### src/pkg/argf_pkg.sv
package argf_pkg;

  // --------------------------------------------------------------
  // Widths
  // --------------------------------------------------------------
  localparam int ARGF_VOL_W = 8;
  localparam int ARGF_IRQ_W = 5;
  localparam int ARGF_GAIN_CODE_W = 3;

  // --------------------------------------------------------------
  // Register byte offsets
  // --------------------------------------------------------------
  localparam logic [7:0] ARGF_RAMP_CTRL = 8'h00;
  localparam logic [7:0] ARGF_EMRG_CTRL = 8'h04;
  localparam logic [7:0] ARGF_VOL_TARGET = 8'h08;
  localparam logic [7:0] ARGF_VOL_STATUS = 8'h0c;
  localparam logic [7:0] ARGF_STATUS = 8'h10;
  localparam logic [7:0] ARGF_IRQ_STATUS = 8'h14;
  localparam logic [7:0] ARGF_IRQ_CLEAR = 8'h18;
  localparam logic [7:0] ARGF_IRQ_ENABLE = 8'h1c;

  // --------------------------------------------------------------
  // Field positions and reset values
  // --------------------------------------------------------------
  localparam int ARGF_EMRG_SPEED_LSB = 6;
  localparam int ARGF_EMRG_STEP_LSB = 4;
  localparam logic [7:0] ARGF_RAMP_CTRL_RST = 8'h22;
  localparam logic [3:0] ARGF_EMRG_CTRL_RST = 4'h0;
  localparam logic [7:0] ARGF_VOL_RST = 8'h30;
  localparam logic [7:0] ARGF_VOL_MUTE = 8'hff;
  localparam logic [ARGF_IRQ_W-1:0] ARGF_IRQ_EN_RST = 5'h00;

  // Interrupt bit positions
  localparam int ARGF_IRQ_OT = 0;
  localparam int ARGF_IRQ_OC = 1;
  localparam int ARGF_IRQ_DC = 2;
  localparam int ARGF_IRQ_CLK = 3;
  localparam int ARGF_IRQ_SUP = 4;

  // --------------------------------------------------------------
  // Gain select and sample-rate codes
  // --------------------------------------------------------------
  localparam logic [2:0] ARGF_GAIN_RSVD = 3'h7;
  localparam logic [2:0] ARGF_GAIN_26_MIN = 3'h3;
  localparam logic [3:0] ARGF_FS_11K = 4'h6;
  localparam logic [3:0] ARGF_FS_88K = 4'h9;

  // Ramp control register layout, msb first
  typedef struct packed {
    logic [1:0] up_speed;
    logic [1:0] up_step;
    logic [1:0] dn_speed;
    logic [1:0] dn_step;
  } argf_ramp_cfg_s;

  // Status register layout, msb first
  typedef struct packed {
    logic [15:0] zero;
    logic spk_oe;
    logic supply_fail;
    logic silent;
    logic clk_err;
    logic [2:0] fault;
    logic sync_882k;
    logic [3:0] sw_mult;
    logic gain_26dbv;
    logic [2:0] gain_code;
  } argf_status_s;

  // Step code to volume units of 0.5 dB
  function automatic logic [3:0] argf_step_units(input logic [1:0] code);
    case (code)
      2'b00: argf_step_units = 4'h8;
      2'b01: argf_step_units = 4'h4;
      2'b10: argf_step_units = 4'h2;
      default: argf_step_units = 4'h1;
    endcase
  endfunction

  // Speed code to sample periods per step, zero means direct change
  function automatic logic [2:0] argf_speed_period(input logic [1:0] code);
    case (code)
      2'b00: argf_speed_period = 3'h1;
      2'b01: argf_speed_period = 3'h2;
      2'b10: argf_speed_period = 3'h4;
      default: argf_speed_period = 3'h0;
    endcase
  endfunction

endpackage

### src/rtl/argf_amp_ctrl.sv
module argf_amp_ctrl
  import argf_pkg::*;
#(
  parameter int GAIN_ADC_W = 8 // Width of digitized gain level
) (
  input wire logic i_clk, // System clock, 125 MHz
  input wire logic i_srst, // Synchronous reset, active high
  input wire logic i_hsel, // AHB slave select
  input wire logic [31:0] i_haddr, // AHB address
  input wire logic [1:0] i_htrans, // AHB transfer type
  input wire logic i_hwrite, // AHB write
  input wire logic [2:0] i_hsize, // AHB size, word only
  input wire logic [31:0] i_hwdata, // AHB write data
  input wire logic i_hready, // AHB bus ready
  output logic [31:0] o_hrdata, // AHB read data
  output logic o_hreadyout, // AHB slave ready
  output logic o_hresp, // AHB response, always OKAY
  input wire logic i_fs_tick, // One pulse per sample period
  input wire logic [3:0] i_fs_rate_code, // Sample-rate index
  input wire logic [GAIN_ADC_W-1:0] i_gain_level, // Digitized select
  input wire logic i_over_temp_error, // Die over temperature
  input wire logic i_over_current_error, // Output over current
  input wire logic i_dc_offset_error, // DC seen on outputs
  input wire logic i_master_clk_stopped, // Master clock held low
  input wire logic i_bit_clk_stopped, // Bit clock held low
  input wire logic i_frame_clock_stopped, // Frame clock held low
  input wire logic i_supply_fail, // Power supply failure
  input wire logic i_mute_control_in, // Mute line from controller
  output logic o_fault_out_n, // Fault, active low
  output logic o_speaker_oe, // Speaker outputs driven
  output logic [7:0] o_volume, // Applied volume code
  output logic o_gain_26dbv, // 1: 26 dBV, 0: 20 dBV
  output logic [3:0] o_sw_mult, // Switching multiple of sync
  output logic o_sync_882k, // 1: 88.2 kHz sync, 0: 96 kHz
  output logic o_irq // Interrupt, level
);

  // --------------------------------------------------------------
  // State
  // --------------------------------------------------------------
  // All registers live in one struct, so reset and update
  // stay in one place
  typedef struct packed {
    argf_ramp_cfg_s ramp_cfg;
    logic [3:0] emrg_cfg;
    logic [7:0] target;
    logic [ARGF_IRQ_W-1:0] irq_st;
    logic [ARGF_IRQ_W-1:0] irq_en;
    logic [2:0] fault;
    logic mute_q;
    logic pend_wr;
    logic pend_rd;
    logic [7:0] addr;
    logic [31:0] rdata;
    logic ready;
    logic fault_n;
    logic spk_oe;
    logic [2:0] gain_code;
    logic gain_26;
    logic [3:0] sw_mult;
    logic sync_882k;
    logic irq;
  } argf_ctrl_st_s;

  // Current and next copies of the state
  argf_ctrl_st_s st;
  argf_ctrl_st_s next_st;

  // Links between the ramp engine and the control logic
  logic emerg;
  logic silent;
  logic [7:0] volume;

  // Sample rates of the 44.1 kHz family run a slower sync;
  // codes above the known rates fall back to the 96 kHz family
  function automatic logic sync_slow(input logic [3:0] code);
    sync_slow = (code >= ARGF_FS_11K) && (code <= ARGF_FS_88K);
  endfunction

  // --------------------------------------------------------------
  // Volume ramp engine
  // --------------------------------------------------------------
  // The engine moves the volume only on a sample tick. It sees
  // the emergency request directly, so a failing clock silences
  // the speaker without any help from software
  argf_vol_ramp u_ramp (
    .i_clk(i_clk),
    .i_srst(i_srst),
    .i_fs_tick(i_fs_tick),
    .i_target(st.target),
    .i_cfg(st.ramp_cfg),
    .i_emerg(emerg),
    .i_emerg_speed(st.emrg_cfg[3:2]),
    .i_emerg_step(st.emrg_cfg[1:0]),
    .o_volume(volume),
    .o_silent(silent)
  );

  // Any latched fault or failing clock or supply silences the speaker.
  // Supply failure is not latched: once the supply recovers the
  // volume climbs back to its target
  assign emerg = (|st.fault) || i_supply_fail || i_master_clk_stopped ||
                 i_bit_clk_stopped || i_frame_clock_stopped;

  // --------------------------------------------------------------
  // Next-state logic
  // --------------------------------------------------------------
  always_comb begin
    logic [ARGF_IRQ_W-1:0] clr;
    logic [ARGF_IRQ_W-1:0] ev;
    logic [2:0] fault_ev;
    logic clk_err;
    logic fault_clr;
    argf_status_s stat;
    // Defaults keep every local assigned on every path
    clr = '0;
    ev = '0;
    fault_ev = '0;
    clk_err = 1'b0;
    fault_clr = 1'b0;
    stat = '0;
    // Hold every field unless a branch below changes it
    next_st = st;
    // Any stopped audio clock is a clock error
    clk_err = i_master_clk_stopped || i_bit_clk_stopped ||
              i_frame_clock_stopped;

    // Protection faults latch here
    fault_ev = {i_dc_offset_error,
                i_over_current_error,
                i_over_temp_error};
    // Mute toggle, or a clock error once silent, clears the latch.
    // Waiting for silence keeps the reset from cutting the ramp short
    fault_clr = (st.mute_q ^ i_mute_control_in) ||
                (clk_err && silent);
    // A fault arriving during the clear still lands
    next_st.fault = (fault_clr ? 3'h0 : st.fault) | fault_ev;
    // Keep the mute level to see the next toggle
    next_st.mute_q = i_mute_control_in;
    // The pin drops in the cycle the fault latches
    next_st.fault_n = ~(|next_st.fault);

    // Gain and switching decode from top bits of the level.
    // Only three codes remain below the 26 dBV band, so the
    // lowest multiple of the 20 dBV band cannot be chosen
    next_st.gain_code = i_gain_level[GAIN_ADC_W-1 -: 3];
    next_st.gain_26 = (next_st.gain_code >= ARGF_GAIN_26_MIN) &&
                      (next_st.gain_code != ARGF_GAIN_RSVD);
    // Multiple of the sync rate, zero on the reserved code
    case (next_st.gain_code)
      3'h6: next_st.sw_mult = 4'h8;
      3'h5: next_st.sw_mult = 4'h6;
      3'h4: next_st.sw_mult = 4'h4;
      3'h3: next_st.sw_mult = 4'h2;
      3'h2: next_st.sw_mult = 4'h8;
      3'h1: next_st.sw_mult = 4'h6;
      3'h0: next_st.sw_mult = 4'h4;
      default: next_st.sw_mult = 4'h0;
    endcase
    // The sync family follows the incoming sample clock
    next_st.sync_882k = sync_slow(i_fs_rate_code);

    // Outputs stay driven until the emergency ramp reaches silence;
    // a reserved gain code holds them off at once. Supply failure
    // alone leaves them driven at mute
    next_st.spk_oe = (next_st.gain_code != ARGF_GAIN_RSVD) &&
                     !(((|st.fault) || clk_err) && silent);

    // AHB write data phase. Data follows its address by a cycle,
    // so address and direction wait in the state; writes to
    // read-only or unmapped offsets are dropped
    if (st.pend_wr) begin
      case (st.addr)
        ARGF_RAMP_CTRL: next_st.ramp_cfg = i_hwdata[7:0];
        ARGF_EMRG_CTRL: next_st.emrg_cfg =
          {i_hwdata[ARGF_EMRG_SPEED_LSB +: 2],
           i_hwdata[ARGF_EMRG_STEP_LSB +: 2]};
        ARGF_VOL_TARGET: next_st.target = i_hwdata[7:0];
        ARGF_IRQ_CLEAR: clr = i_hwdata[ARGF_IRQ_W-1:0];
        ARGF_IRQ_ENABLE: next_st.irq_en = i_hwdata[ARGF_IRQ_W-1:0];
        default: next_st.target = st.target;
      endcase
      // The data phase is over
      next_st.pend_wr = 1'b0;
    end

    // AHB read wait cycle: data built after any prior write landed
    // Status word assembled from held and live values
    stat = '0;
    stat.spk_oe = st.spk_oe;
    stat.supply_fail = i_supply_fail;
    stat.silent = silent;
    stat.clk_err = clk_err;
    stat.fault = st.fault;
    stat.sync_882k = st.sync_882k;
    stat.sw_mult = st.sw_mult;
    stat.gain_26dbv = st.gain_26;
    stat.gain_code = st.gain_code;
    // Registered read data costs one wait state but keeps the
    // live status inputs off the bus path
    if (st.pend_rd) begin
      case (st.addr)
        ARGF_RAMP_CTRL: next_st.rdata = {24'h0, st.ramp_cfg};
        ARGF_EMRG_CTRL: next_st.rdata = {24'h0, st.emrg_cfg, 4'h0};
        ARGF_VOL_TARGET: next_st.rdata = {24'h0, st.target};
        ARGF_VOL_STATUS: next_st.rdata = {24'h0, volume};
        ARGF_STATUS: next_st.rdata = stat;
        ARGF_IRQ_STATUS: next_st.rdata = {27'h0, st.irq_st};
        ARGF_IRQ_ENABLE: next_st.rdata = {27'h0, st.irq_en};
        default: next_st.rdata = 32'h0;
      endcase
      // Answer ready; hreadyout rises with the data
      next_st.pend_rd = 1'b0;
      next_st.ready = 1'b1;
    end

    // AHB address phase; writes take no wait, reads take one
    // Only NONSEQ and SEQ are taken; IDLE and BUSY change nothing
    if (i_hsel && i_hready && i_htrans[1]) begin
      next_st.addr = i_haddr[7:0];
      next_st.pend_wr = i_hwrite;
      next_st.pend_rd = !i_hwrite;
      // A read pulls hreadyout low for its wait state
      next_st.ready = i_hwrite;
    end

    // Sticky interrupt status; a new event beats its clear
    ev = '0;
    ev[ARGF_IRQ_OT] = i_over_temp_error;
    ev[ARGF_IRQ_OC] = i_over_current_error;
    ev[ARGF_IRQ_DC] = i_dc_offset_error;
    // Clock and supply bits set from their levels every cycle and stay set until cleared
    ev[ARGF_IRQ_CLK] = clk_err;
    ev[ARGF_IRQ_SUP] = i_supply_fail;
    next_st.irq_st = (st.irq_st & ~clr) | ev;
    // Built from the next status, so it rises with its cause
    next_st.irq = |(next_st.irq_st & next_st.irq_en);
  end

  // --------------------------------------------------------------
  // State register
  // --------------------------------------------------------------
  // Reset leaves the speaker undriven until the code is known
  always_ff @(posedge i_clk) begin
    if (i_srst) begin
      st <= '{ramp_cfg: ARGF_RAMP_CTRL_RST,
              emrg_cfg: ARGF_EMRG_CTRL_RST,
              target: ARGF_VOL_RST,
              irq_st: '0,
              irq_en: ARGF_IRQ_EN_RST,
              fault: 3'h0,
              mute_q: 1'b0,
              pend_wr: 1'b0,
              pend_rd: 1'b0,
              addr: 8'h00,
              rdata: 32'h0,
              ready: 1'b1,
              fault_n: 1'b1,
              spk_oe: 1'b0,
              gain_code: 3'h0,
              gain_26: 1'b0,
              sw_mult: 4'h0,
              sync_882k: 1'b0,
              irq: 1'b0};
    end else begin
      // Normal update on every clock
      st <= next_st;
    end
  end

  // --------------------------------------------------------------
  // Outputs
  // --------------------------------------------------------------
  // Outputs come straight from the state register; the response
  // is a constant OKAY since no access is ever refused
  assign o_hrdata = st.rdata;
  assign o_hreadyout = st.ready;
  assign o_hresp = 1'b0;
  assign o_fault_out_n = st.fault_n;
  assign o_speaker_oe = st.spk_oe;
  assign o_volume = volume;
  assign o_gain_26dbv = st.gain_26;
  assign o_sw_mult = st.sw_mult;
  assign o_sync_882k = st.sync_882k;
  assign o_irq = st.irq;

endmodule

### src/rtl/argf_vol_ramp.sv
module argf_vol_ramp
  import argf_pkg::*;
(
  input wire logic i_clk, // System clock
  input wire logic i_srst, // Synchronous reset
  input wire logic i_fs_tick, // One pulse per sample period
  input wire logic [7:0] i_target, // Requested volume code
  input wire argf_pkg::argf_ramp_cfg_s i_cfg, // Normal ramp settings
  input wire logic i_emerg, // Emergency ramp to silence
  input wire logic [1:0] i_emerg_speed, // Emergency speed code
  input wire logic [1:0] i_emerg_step, // Emergency step code
  output logic [7:0] o_volume, // Applied volume code
  output logic o_silent // Applied volume is mute
);

  // --------------------------------------------------------------
  // State
  // --------------------------------------------------------------
  typedef struct packed {
    logic [7:0] vol;
    logic [1:0] div;
    logic silent;
  } argf_ramp_st_s;

  argf_ramp_st_s st;
  argf_ramp_st_s next_st;

  // Step selection and clamped stepping; larger code is quieter
  always_comb begin
    logic [7:0] tgt;
    logic [1:0] spd;
    logic [1:0] stp;
    logic [2:0] per;
    logic [7:0] units;
    logic [7:0] gap;
    tgt = i_emerg ? ARGF_VOL_MUTE : i_target;
    spd = i_cfg.dn_speed;
    stp = i_cfg.dn_step;
    if (i_emerg) begin
      spd = i_emerg_speed;
      stp = i_emerg_step;
    end else if (st.vol > tgt) begin
      spd = i_cfg.up_speed;
      stp = i_cfg.up_step;
    end
    per = argf_speed_period(spd);
    units = {4'h0, argf_step_units(stp)};
    gap = (st.vol > tgt) ? (st.vol - tgt) : (tgt - st.vol);
    next_st = st;
    if (st.vol == tgt) begin
      next_st.div = 2'h0;
    end else if (i_fs_tick) begin
      if (per == 3'h0) begin
        next_st.vol = tgt;
        next_st.div = 2'h0;
      end else if (({1'b0, st.div} + 3'h1) >= per) begin
        next_st.div = 2'h0;
        // Never pass the target, whatever the step
        if (gap <= units) begin
          next_st.vol = tgt;
        end else if (st.vol > tgt) begin
          next_st.vol = st.vol - units;
        end else begin
          next_st.vol = st.vol + units;
        end
      end else begin
        next_st.div = st.div + 2'h1;
      end
    end
    next_st.silent = (next_st.vol == ARGF_VOL_MUTE);
  end

  // State register
  always_ff @(posedge i_clk) begin
    if (i_srst) begin
      st <= '{vol: ARGF_VOL_RST, div: 2'h0, silent: 1'b0};
    end else begin
      st <= next_st;
    end
  end

  assign o_volume = st.vol;
  assign o_silent = st.silent;

endmodule

### config.mk
export PLATFORM = sky130hd
export DESIGN_NAME = argf_amp_ctrl
export DESIGN_NICKNAME = d
export VERILOG_FILES = /design/src/pkg/argf_pkg.sv /design/src/rtl/argf_amp_ctrl.sv /design/src/rtl/argf_vol_ramp.sv
export SDC_FILE = /design/constraint.sdc
export NUM_CORES = 1
export LEC_CHECK = 0
export ABC_AREA = 1
export BUFFER_PORTS_ARGS = -buffer_cell sky130_fd_sc_hd__buf_2
export CAP_MARGIN = 30
export CORE_AREA = 2 2 90 113
export DETAILED_ROUTE_END_ITERATION = 10
export DIE_AREA = 0 0 92 115
export PLACE_DENSITY = 0.82
export SLEW_MARGIN = 20
export SYNTH_ARGS = -nofsm -noshare
export SYNTH_HDL_FRONTEND = slang
export SYNTH_SLANG_ARGS = --single-unit
### constraint.sdc
create_clock -name i_clk -period 14.9 [get_ports i_clk]
set_clock_uncertainty 0.05 [all_clocks]
set_input_delay 1.49 -clock i_clk [delete_from_list [all_inputs] [get_ports i_clk]]
set_output_delay 1.49 -clock i_clk [all_outputs]
set_load 0.005 [all_outputs]
======== Yosys cells after proc, flatten, opt, wreduce, memory -nomap -nowiden ========
Cells that the tools add are included.
storage, ports and cells
  memories ................................ 0
  bits in latches ......................... 0
  logic and storage cells ................. 123
  bits in registers ....................... 84
  memory bits (writable) .................. 0
  memory bits (read-only) ................. 0
cells by class
  add/subtract/negate cells ............... 6
  muxes and demuxes ....................... 24
  order comparisons ....................... 6
  divide/modulo/power cells ............... 0
  bitwise logic cells ..................... 8
  reductions and logical operators ........ 34
  $mul .................................... 0
  shift operators ......................... 0
  equal/unequal tests ..................... 20
operator list
  cell                count
  $pmux 16 s7         1
  $mux 8              6
  $eq 8x5->1 const B  4
  $mux 10             2
  $mux 5              4
  $eq 8x4->1 const B  2
  $pmux 4 s4          1
  $sub 8x8->8         2
  $pmux 4 s3          1
  $and 5x5->5         2
  $mux 2              5
  $reduce_or 2->1     5
  $eq 3x3->1 const B  3
  $pmux 3 s3          1
  $add 8x4->8         1
  $eq 8x3->1 const B  1
  $eq 8x8->1          1
  $eq 8x8->1 const B  1
  $gt 8x8->1          1
  $le 8x4->1          1
  $logic_not 8->1     1
  $logic_or 1x1->1    8
  $sub 8x4->8         1
  $logic_and 1x1->1   7
  25 further kinds    36

======== Longest topological paths before layout ========
Gate-level depths: netlist of run 1.
  depth after elaboration ................. 19
  mapped depth ............................ 39
  depth with buffers taken out ............ 38

======== Cells and area by module ========
A second synthesis of run 1 with hierarchy kept.
unflattened totals
  cells, all modules ...................... 874
  area total of the unflattened synthesis .. 5735.5 µm²
modules (own cells, without submodules)
  module         area an instance (µm²)  cells each  times used  seq. area each (µm²)
  argf_amp_ctrl  3443.3                  473         1           1441.4
  argf_vol_ramp  2292.2                  401         1           220.2

======== Worst setup path before layout of run 1 ========
No wires, ideal clock.
  path type ............................... in2reg
  start ................................... in i_master_clk_stopped
  end ..................................... reg u_ramp.st (netlist bit u_ramp.o_silent)
  stages .................................. 34
  setup slack ............................. 9.065 ns
  arrival time ............................ 5.721 ns
  data required time ...................... 14.786 ns
  setup time .............................. 0.064 ns
  cells stage by stage .................... nor2_1 nand2_1 nor2_2 nand2_1 nor2_1 inv_1 ha_1 buf_2 nand2_1 nor3_2 nand4_2 nand2_4 buf_6 nand2_1 a31oi_1 inv_1 nand2_1 o21ai_0 ha_1 a21oi_1 nand2_1 a21o_1 a21oi_1 nor2_1 o21ai_0 nand2_1 xor2_1 nand3_2 nand2_1 nand2_1 nand2_1 a21oi_2 nand3_1 nor2_1
on the way
  word-level cells in the longest chain between the ends .. 17
  elaborated cells on any way between the ends .. 33
  those cells by class .................... 4 x add/sub; 3 x order compare; 6 x eq/ne; 14 x mux; 6 x reduce/logical
RTL lines
  element                                            line                                                           source
  start: declaration                                 argf_amp_ctrl.sv:24                                            input wire logic i_master_clk_stopped,
  $logic_or 1x1->1 * (2 in series)                   argf_amp_ctrl.sv:102                                           assign emerg = (|st.fault) || i_supply_fail || i_master_clk_stopped ||
  $logic_or 1x1->1 *                                 argf_amp_ctrl.sv:103                                           i_bit_clk_stopped || i_frame_clock_stopped;
  $mux 8                                             argf_vol_ramp.sv:36                                            tgt = i_emerg ? ARGF_VOL_MUTE : i_target;
  $gt 8x8->1                                         argf_vol_ramp.sv:42, argf_vol_ramp.sv:48, argf_vol_ramp.sv:61
  $mux 2                                             argf_vol_ramp.sv:42                                            end else if (st.vol > tgt) begin
  $mux 2                                             argf_vol_ramp.sv:39                                            if (i_emerg) begin
  $eq 2x2->1, or another cell as far along           argf_pkg.sv:72                                                 case (code)
  $pmux 4 s3                                         argf_pkg.sv:72
  $add 8x4->8 / $sub 8x4->8 (equally long branches)  argf_vol_ramp.sv:64, argf_vol_ramp.sv:62
  $mux 8                                             argf_vol_ramp.sv:61                                            end else if (st.vol > tgt) begin
  $mux 8                                             argf_vol_ramp.sv:59                                            if (gap <= units) begin
  $mux 8                                             argf_vol_ramp.sv:56                                            end else if (({1'b0, st.div} + 3'h1) >= per) begin
  $mux 10                                            argf_vol_ramp.sv:53                                            if (per == 3'h0) begin
  $mux 10                                            argf_vol_ramp.sv:52                                            end else if (i_fs_tick) begin
  $mux 8 *                                           argf_vol_ramp.sv:50                                            if (st.vol == tgt) begin
  $eq 8x8->1 *                                       argf_vol_ramp.sv:70                                            next_st.silent = (next_st.vol == ARGF_VOL_MUTE);
  end signal: assignment                             argf_vol_ramp.sv:76                                            st <= '{vol: ARGF_VOL_RST, div: 2'h0, silent: 1'b0};
  end signal: assignment                             argf_vol_ramp.sv:78                                            st <= next_st;
  end: declaration                                   argf_vol_ramp.sv:25                                            argf_ramp_st_s st;
Every way passes the cells marked *; elsewhere a longest branch is shown, timed or not.
A chain may end at the register's enable or synchronous reset.

======== Worst setup path in the final report of run 1 ========
Same ends and word-level chain as after synthesis.

==> run metrics, run 1 <==
R2R Path Start=st[56]$_SDFF_PP0_; R2R setup slack=around 9200 ps; Synth top area share=around a third; H-Tree Level Count=3; grt ovf=0; initial drt markers=between 300 and 400; Final Cycle Share=between 40% and 50%; Multi-input gate area=between 0.002 and 0.003 sq mm; post-synth cell types=50; ys async rst share=0%; final core utilization=60.78%; post_cts resized=0; routed wire length=between 10000 and 15000 microns; post-synthesis cell area=roughly 0.0053 sq mm; worst slew pin tran=about 790 ps; Final Hold Vio Count=0; Max clock buf depth=2; Ports=around 150; maximum capacitance violations=0; via-per-instance ratio=5.442; layout cells sized above 1=~14%; Die X=a little over 90 microns; first-pass GRT wire length=21870 microns; DR DRC count=0; P_leak=2.875 nW; pre-CTS WS=~7900 ps; crit path max fanout=14; crit end category=register; PD cells=98.95 mW/mm^2; CTS tree=yes; most used cell, CP=nand2_1; wire per inst=14.29 microns; clk_lat worst skew=between 300 and 400 ps; clk slew on worst S/H paths=around 60 ps; Final ANT Viol Nets=0; Nets=between 900 and 1k; Critical Path Max Stage Delay=450 ps; Main synth FF type=dfxtp_1; largest area contributor in the netlist=dfxtp_1; Commonest cells post-synth=155 x nand2_1, 100 x inv_1, 83 x dfxtp_1; diodes inserted=0; Worst EP required=15130 ps; final setup margin=a little over 8000 ps; post-synthesis sequential area ratio=a little under a third; Hold Crit Class=reg2reg; Synth Instances=about 760; RePlAce Congestion=0.9306; R2R cell count=32; Yosys Warn Count=0; Storage cell area=0.001662 sq mm; row count=40; setup TNS=0 ps; max-slew violation count=0; Setup-failing EPs final=0; Peak VDD IR=approximately 0.000088 V; cts bufs inserted=9; RR Endpoint=u_ramp.o_silent$_SDFF_PP0_; data arrival time of the worst path=6930 ps; CP Launch Type=input port; CTS Hold Buffers Added=0; starting density of the core=between 50% and 60%; Final min period=6695 ps; top-count cell post-synth=nand2_1; initial antenna violation count=0; Core Region=between 0.009 and 0.01 sq mm; port bufs=between 60 and 70; RSZ-0062 raised after global routing=no; Worst Hold End=o_hrdata[12]$_SDFFE_PP0P_; Synth-to-Final Area Change=9.093%; Root Buffer=clkbuf_16; vias after detailed routing=around 5.0k; Post-synth EDFFs=0; synthesized flop and latch total=slightly above 80; fmax=between 0.1 and 0.15 GHz; Synth area leaders=dfxtp_1 31%, nand2_1 11%, ha_1 7.1%; Detail Placement HPWL=9671 microns; hold slack final=between 400 and 500 ps; Worst Hold Depth=2; clock sinks=83; relative slew slack=around 47%; die footprint=approximately 0.011 sq mm; worst hold path startpoint=o_hrdata[12]$_SDFFE_PP0P_; Synth Area per Inst=approximately 7 sq um; Die Height=115 microns; path type of the worst setup path=in2reg; status=completed; total track usage=approximately a quarter; setup repair bufs after CTS=0; FILL cells=904; Crit-path slowest cell=ha_1; drt pass-1 iters=5; largest net degree at the start of global routing=54; vias in the first global route=~4.7k
==> flip-flops by register name (all words and copies together) (netlist names) <==
register	count
o_irq	1
o_hreadyout	1
u_ramp.st	2
o_gain_26dbv	1
o_sw_mult	3
o_hrdata	16
u_ramp.o_volume	8
o_speaker_oe	1
u_ramp.o_silent	1
o_sync_882k	1
o_fault_out_n	1
st	47
==> stage by stage <==
| stage | instances | instance area [sq um] | power [W] |
|---|---|---|---|
| finish | 924 | 5779 | 0.0005719 |
| global route | 924 | 5779 | 0.0005954 |
| CTS | 923 | 5772 | 0.0005722 |
| detailed placement | 907 | 5445 | 0.0003340 |
| global placement | 906 | 5438 | 0.0003324 |
| floorplan | 776 | 5361 | 0.0003141 |
==> how the worst max path moves through the flow <==
stage                         start  cells past startpoint                         end
2_1_floorplan  i_master_clk_stopped                     34  u_ramp.o_silent$_SDFF_PP0_
3_5_place_dp   i_master_clk_stopped                     33  u_ramp.o_silent$_SDFF_PP0_
3_3_place_gp   i_master_clk_stopped                     33  u_ramp.o_silent$_SDFF_PP0_
6_report       i_master_clk_stopped                     33  u_ramp.o_silent$_SDFF_PP0_
4_1_cts        i_master_clk_stopped                     33  u_ramp.o_silent$_SDFF_PP0_
5_1_grt        i_master_clk_stopped                     33  u_ramp.o_silent$_SDFF_PP0_
==> kinds of logic after synthesis <==
kind of cell / count (synthesis) / synth area share (%)
xor gates and xnor gates: 14 / 2.315
AOI/OAI and AO/OA: 154 / 17.27
and+or+nand+nor: 305 / 25.53
DFF: 83 / 31.37
buffers and inverters: 170 / 15.61
other: 1 / 0.07079
adders and majority gates: 32 / 7.841
==> final cells by class <==
| type | instances | area share, % |
|---|---|---|
| clock buffers | 10 | 4.135 |
| inverters | 104 | 6.798 |
| well taps | 126 | 2.728 |
| flip-flops and latches | 83 | 28.75 |
| repair buffers | 72 | 6.365 |
| multi-input cells | 523 | 49.71 |
| clock inverters | 6 | 1.515 |
==> routing by layer <==
layer	up-vias	GRT usage, %	wire length, microns
met5	-	0	0
met4	0	16.02	648
met3	47	3.801	802
met2	225	44.85	6454
met1	2262	30.20	5298
li1	2494	-	-
==> placed cells by master (no fill, tap or decap), types with 3 or more instances in the layout <==
cell type / count
nand2_1: 155
inv_1: 100
dfxtp_1: 83
nor2_1: 70
buf_2: 69
a21oi_1: 60
nand3_1: 46
o21ai_0: 43
ha_1: 30
conb_1: 18
a211oi_1: 12
nand4_1: 10
clkbuf_16: 9
xor2_1: 8
nand2_2: 6
a221oi_1: 6
xnor2_1: 6
o211ai_1: 5
o21a_1: 5
o22ai_1: 5
inv_2: 3
nand2_4: 3
nor3_1: 3
a21o_1: 3
buf_4: 3
==> report_power, final <==
part           internal, W  leakage, nW  switching [W]  total [W]
Sequential        0.000229        0.677     0.00000780   0.000237
Clock             0.000151        0.163      0.0000894   0.000241
Combinational    0.0000339         2.04      0.0000601  0.0000940
==> critical path, delay by kind of cell <==
| family | cells | cell delay [ps] |
|---|---|---|
| buf+inv | 3 | 360 |
| fa+ha+maj | 2 | 800 |
| simple gates | 20 | 2820 |
| compound gates | 7 | 1270 |
| xor+xnor | 1 | 170 |
Power figures use the tool's default switching activity.
==> run 2: changes to the inputs <==
CORE_AREA = 2 2 97 123   (was 2 2 90 113)
DIE_AREA = 0 0 99 125   (was 0 0 92 115)
PLACE_DENSITY = 0.74   (was 0.82)
clock period = 5.86 ns   (was 14.9 ns; I/O delays follow)
==> run metrics, run 2 (synthesized netlist as in run 1, its figures left out) <==
PD cells=250.6 mW/mm^2 (was 98.95 mW/mm^2); Layout Cells excl Fill=959 (was 924); setup TNS=0 ps (unchanged); crit end category=register (unchanged); Root Buffer=clkbuf_16 (unchanged); drt pass-1 iters=6 (was 5); RR Endpoint=u_ramp.o_silent$_SDFF_PP0_ (unchanged); Worst Hold Depth=2 (unchanged); crit path max fanout=10 (was 14); R2R setup slack=860 ps (was 9160 ps); Final Hold Vio Count=0 (unchanged); WL met1=5396 microns (was 5298 microns); DR DRC count=0 (unchanged); post_cts resized=0 (unchanged); clk slew on worst S/H paths=60 ps (about the same); row count=44 (was 40); R2R Path Start=st[56]$_SDFF_PP0_ (unchanged); Inst Count DP=942 (was 907); Detail Placement HPWL=10450 microns (was 9671 microns); maximum capacitance violations=0 (unchanged); status=completed (unchanged); Final min period=~5000 ps; setup repair bufs after CTS=0 (unchanged); wire per inst=14.16 microns (was 14.29 microns); Storage cell area=0.001662 sq mm (unchanged); Synth-to-Final Area Change=12.92% (was 9.093%); grt ovf=0 (unchanged); Die X=99 microns (was 92 microns); Worst EP required=6090 ps (was 15130 ps); die footprint=0.01238 sq mm (was 0.01058 sq mm); routed wire length=13580 microns (was 13200 microns); initial drt markers=242 (was 339); met2 wire len=7023 microns (was 6454 microns); Worst Hold End=st[53]$_SDFF_PP0_ (was o_hrdata[12]$_SDFFE_PP0P_); largest reg by FF count=st (unchanged); Crit-path slowest cell=ha_1 (unchanged); relative slew slack=48.13% (was 47.33%); top routing layer in use=met4 (unchanged); initial antenna violation count=0 (unchanged); flip-flop count of the largest register after layout=47 (unchanged); vias in the first global route=4748 (was 4675); fmax=roughly 0.2 GHz; RePlAce Congestion=0.9527 (was 0.9306); clk_lat worst skew=340 ps (was 350 ps); layout cells sized above 1=16.81% (was 14.41%); WL met3=665 microns (was 802 microns); total track usage=22.08% (was 25.89%); most used cell, CP=nand2_1 (unchanged); Multi-input gate area=0.002873 sq mm (unchanged); data arrival time of the worst path=5270 ps (was 6930 ps); CP Launch Type=input port (unchanged); H-Tree Level Count=3 (unchanged); worst hold path startpoint=i_hwrite (was o_hrdata[12]$_SDFFE_PP0P_); path type of the worst setup path=in2reg (unchanged); worst slew pin tran=777.3 ps (was 789.1 ps); Final Cycle Share=between 80% and 90%; diodes inserted=0 (unchanged); via-per-instance ratio=5.249 (was 5.442); R2R cell count=34 (was 32); RSZ-0062 raised after global routing=no (unchanged); vias after detailed routing=5034 (was 5028); CTS Hold Buffers Added=0 (unchanged); Hold Crit Class=in2reg (was reg2reg); Die Height=125 microns (was 115 microns); Nets=943 (was 920); Setup-failing EPs final=0 (unchanged); largest net degree at the start of global routing=54 (unchanged); commonest non-fill, non-tap cell in the layout=nand2_1 (unchanged); first-pass GRT wire length=22000 microns (was 21870 microns); Critical Path Max Stage Delay=370 ps (was 450 ps); starting density of the core=46.94% (was 55.71%); max-slew violation count=0 (unchanged); Peak VDD IR=0.0002080 V (was 0.00008817 V); cts bufs inserted=9 (unchanged); Core Region=0.01129 sq mm (was 0.009509 sq mm); FILL cells=1116 (was 904); most frequent cells in the layout=155 x nand2_1, 100 x inv_1, 83 x dfxtp_1 (unchanged); final setup margin=827.3 ps (was 8205 ps); port bufs=69 (unchanged); pre-CTS WS=515.1 ps (was 7942 ps); clock sinks=83 (unchanged); CTS tree=yes (unchanged); Ports=146 (unchanged); P_leak=2.989 nW (was 2.875 nW); Final ANT Viol Nets=0 (unchanged); Max clock buf depth=2 (unchanged)
[run 2: metal layers]
layer / up-vias / GRT usage [%]
met3: 33 / 3.466
met1: 2306 / 24.03
met2: 154 / 40.98
met5: - / 0
li1: 2541 / -
met4: 0 / 10.48
[run 2: worst max-delay path, delay by kind of cell]
family	cells	cell delay, ps
AND/OR/NAND/NOR	20	2050
AO/OA/AOI/OAI	8	1360
adder cells (fa/ha/maj)	2	680
buffers and inverters	4	420
XOR/XNOR	1	170
[run 2: final cells by class]
| class | count | share of cell area (%) |
|---|---|---|
| clock buffers | 9 | 3.765 |
| clock inverters | 7 | 1.945 |
| multi-input cells | 523 | 48.02 |
| flip-flops and latches | 83 | 27.78 |
| well taps | 138 | 2.886 |
| inverters | 104 | 6.568 |
| repair buffers | 95 | 9.036 |
[run 2: worst max path at each step]
stage,start,end,cells after the start
after global placement,i_master_clk_stopped,u_ramp.o_silent$_SDFF_PP0_,35
after floorplan,i_master_clk_stopped,u_ramp.o_silent$_SDFF_PP0_,34
after detailed placement,i_master_clk_stopped,u_ramp.o_silent$_SDFF_PP0_,35
after CTS,i_master_clk_stopped,u_ramp.o_silent$_SDFF_PP0_,35
after global routing,i_master_clk_stopped,u_ramp.o_silent$_SDFF_PP0_,38
final,i_master_clk_stopped,u_ramp.o_silent$_SDFF_PP0_,35
[run 2: stage by stage]
| stage | util (%) | instance area [sq um] | hold WS, ps | total power [W] |
|---|---|---|---|---|
| 2_1_floorplan | - | 5361 | 395.7 | 0.0007985 |
| 3_3_place_gp | 49.84 | 5625 | 399.9 | 0.0008583 |
| 3_5_place_dp | 49.91 | 5633 | 404.9 | 0.0008616 |
| 4_1_cts | 52.94 | 5974 | 378.4 | 0.001497 |
| 5_1_grt | 53.00 | 5982 | 399.4 | 0.001556 |
| 6_report | 53.00 | 5982 | 375.2 | 0.001499 |
[run 2: report_power, final]
group	switching [W]	internal, W	total (W)
Clock	0.000231	0.000415	0.000647
Combinational	0.000156	0.0000941	0.000251
Sequential	0.0000193	0.000583	0.000602
==> run 3: changes to the inputs <==
ABC_AREA = not set   (was 1)
CORE_AREA = 2 2 98 124   (was 2 2 97 123)
DIE_AREA = 0 0 100 126   (was 0 0 99 125)
SKIP_LAST_GASP = 1   (was not set)
==> run metrics, run 3 <==
status=completed (unchanged); R2R cell count=29 (was 34); port bufs=69 (unchanged); RR Endpoint=u_ramp.o_silent$_SDFF_PP0_ (unchanged); Hold Crit Class=in2reg (unchanged); Setup-failing EPs final=0 (unchanged); post-synthesis sequential area ratio=30.98% (was 31.37%); maximum capacitance violations=0 (unchanged); crit end category=register (unchanged); H-Tree Level Count=3 (unchanged); post-synthesis cell area=0.005363 sq mm (was 0.005298 sq mm); Yosys Warn Count=0 (unchanged); initial antenna violation count=0 (unchanged); Worst Hold End=st[53]$_SDFF_PP0_ (unchanged); PD cells=218.8 mW/mm^2 (was 250.6 mW/mm^2); Final min period=5684 ps (was 5033 ps); WL met3=829 microns (was 665 microns); Worst Hold Depth=2 (unchanged); WL met1=5918 microns (was 5396 microns); initial drt markers=344 (was 242); crit path max fanout=5 (was 10); max-slew violation count=0 (unchanged); commonest non-fill, non-tap cell in the layout=dfxtp_1 (was nand2_1); row count=44 (unchanged); layout cells sized above 1=28.76% (was 16.81%); Ports=146 (unchanged); worst slew pin tran=929.4 ps (was 777.3 ps); wire per inst=17.48 microns (was 14.16 microns); Max clock buf depth=2 (unchanged); top routing layer in use=met4 (unchanged); met2 wire len=8452 microns (was 7023 microns); synthesized flop and latch total=83 (unchanged); P_leak=2.897 nW (was 2.989 nW); Final ANT Viol Nets=0 (unchanged); most frequent cells in the layout=83 x dfxtp_1, 73 x buf_4, 70 x nand2_1 (was 155 x nand2_1, 100 x inv_1, 83 x dfxtp_1); DR DRC count=0 (unchanged); largest reg by FF count=st (unchanged); via-per-instance ratio=5.849 (was 5.249); starting density of the core=46.83% (was 46.94%); Die Height=126 microns (was 125 microns); total track usage=24.52% (was 22.08%); vias after detailed routing=5241 (was 5034); Core Region=0.01145 sq mm (was 0.01129 sq mm); drt pass-1 iters=6 (unchanged); largest net degree at the start of global routing=73 (was 54); RePlAce Congestion=0.9461 (was 0.9527); first-pass GRT wire length=24870 microns (was 22000 microns); cts bufs inserted=9 (unchanged); worst hold path startpoint=i_hwrite (unchanged); Post-synth EDFFs=0 (unchanged); Synth Instances=655 (was 759); die footprint=0.01260 sq mm (was 0.01238 sq mm); R2R setup slack=200 ps (was 860 ps); data arrival time of the worst path=5870 ps (was 5270 ps); post-synth cell types=81 (was 50); fmax=0.1759 GHz (was 0.1987 GHz); setup TNS=0 ps (unchanged); Commonest cells post-synth=83 x dfxtp_1, 71 x nand2_1, 66 x nor2_1 (was 155 x nand2_1, 100 x inv_1, 83 x dfxtp_1); Synth-to-Final Area Change=22.00% (was 12.92%); CP Launch Type=input port (unchanged); vias in the first global route=5092 (was 4748); Synth area leaders=dfxtp_1 31%, ha_1 7.0%, buf_4 6.9% (was dfxtp_1 31%, nand2_1 11%, ha_1 7.1%); hold slack final=383.0 ps (was 375.2 ps); Post-Place Cell Area=0.006010 sq mm (was 0.005633 sq mm); Critical Path Max Stage Delay=580 ps (was 370 ps); largest area contributor in the netlist=dfxtp_1 (unchanged); Peak VDD IR=0.0002542 V (was 0.0002080 V); ys async rst share=0% (unchanged); final instance area=0.006543 sq mm (was 0.005982 sq mm); Crit-path slowest cell=or4_4 (was ha_1); Synth top area share=30.98% (was 31.37%); path type of the worst setup path=in2reg (unchanged); Die X=100 microns (was 99 microns); top-count cell post-synth=dfxtp_1 (was nand2_1); relative slew slack=37.96% (was 48.13%); Worst EP required=6040 ps (was 6090 ps); routed wire length=15660 microns (was 13580 microns); clk_lat worst skew=340 ps (about the same); diodes inserted=0 (unchanged); Final Cycle Share=96.99% (was 85.88%); clk slew on worst S/H paths=60 ps (about the same); clock sinks=83 (unchanged); Root Buffer=clkbuf_16 (unchanged); Detail Placement HPWL=11910 microns (was 10450 microns); flip-flop count of the largest register after layout=47 (unchanged); CTS tree=yes (unchanged); Main synth FF type=dfxtp_1 (unchanged); Synth Area per Inst=8.187 sq um (was 6.980 sq um); R2R Path Start=st[56]$_SDFF_PP0_ (unchanged); Final Hold Vio Count=0 (unchanged); grt ovf=0 (unchanged); Nets=881 (was 943)
## run 3: stage by stage
| stage | cells | power, W | worst slack (ps) | utilization (%) |
|---|---|---|---|---|
| after detailed placement | 877 | 0.0008553 | -246.2 | 52.48 |
| after floorplan | 672 | 0.0007761 | 12.15 | - |
| final | 896 | 0.001431 | 176.5 | 57.14 |
| after global routing | 896 | 0.001489 | -39.54 | 57.14 |
| after global placement | 877 | 0.0008472 | -215.9 | 52.48 |
| after CTS | 893 | 0.001415 | 54.06 | 55.40 |
## run 3: routing by layer
layer | vias to the layer above | global-route usage [%]
met5 | - | 0
met4 | 0 | 8.541
met3 | 42 | 3.774
met2 | 232 | 45.71
met1 | 2499 | 27.98
li1 | 2468 | -
## run 3: critical path: cells and delay by family
family | cells | cell delay (ps)
compound gates | 11 | 2010
fa+ha+maj | 3 | 720
buf+inv | 4 | 490
mux | 1 | 150
simple gates | 7 | 1870
## run 3: final cells by class
| cell class | count | area, sq um |
|---|---|---|
| fillers | 1043 | 4908 |
| flip-flops and latches | 83 | 1662 |
| multi-input cells | 489 | 3401 |
| inverters | 27 | 102.6 |
| clock inverters | 2 | 35.03 |
| clock buffers | 13 | 260.3 |
| well taps | 138 | 172.7 |
| repair buffers | 144 | 909.6 |
## run 3: what timing repair did
item	4_1_cts	5_1_grt
setup endpoints to repair	1	7
pin swaps	7	11
setup buffers	1	2
resized for setup	7	33
hold buffers	0	0
## run 3: cells by family after synthesis
group / share of synthesized area [%]
buffers and inverters: 10.64
adder cells (fa/ha/maj): 7.746
AO/OA/AOI/OAI: 21.35
AND/OR/NAND/NOR: 21.77
XOR/XNOR: 1.937
other: 0.06993
flip-flops: 30.98
multiplexers: 5.506
## run 3: worst max path at each step
stage	cells past startpoint	slack, ps	endpoint	from
after floorplan	26	10	u_ramp.o_silent$_SDFF_PP0_	i_master_clk_stopped
after global placement	24	-220	u_ramp.o_silent$_SDFF_PP0_	i_supply_fail
after detailed placement	25	-250	u_ramp.o_silent$_SDFF_PP0_	i_supply_fail
after CTS	31	50	u_ramp.o_silent$_SDFF_PP0_	i_supply_fail
after global routing	29	-40	u_ramp.o_silent$_SDFF_PP0_	st[56]$_SDFF_PP0_
final	26	180	u_ramp.o_silent$_SDFF_PP0_	i_supply_fail
## run 3: where the power goes
group	internal (W)	total [W]	leakage [nW]	switching [W]
combinational	0.000121	0.000271	2.08	0.000150
clock	0.000350	0.000561	0.146	0.000211
sequential	0.000581	0.000599	0.676	0.0000184
total	0.00105	0.00143	2.90	0.000379
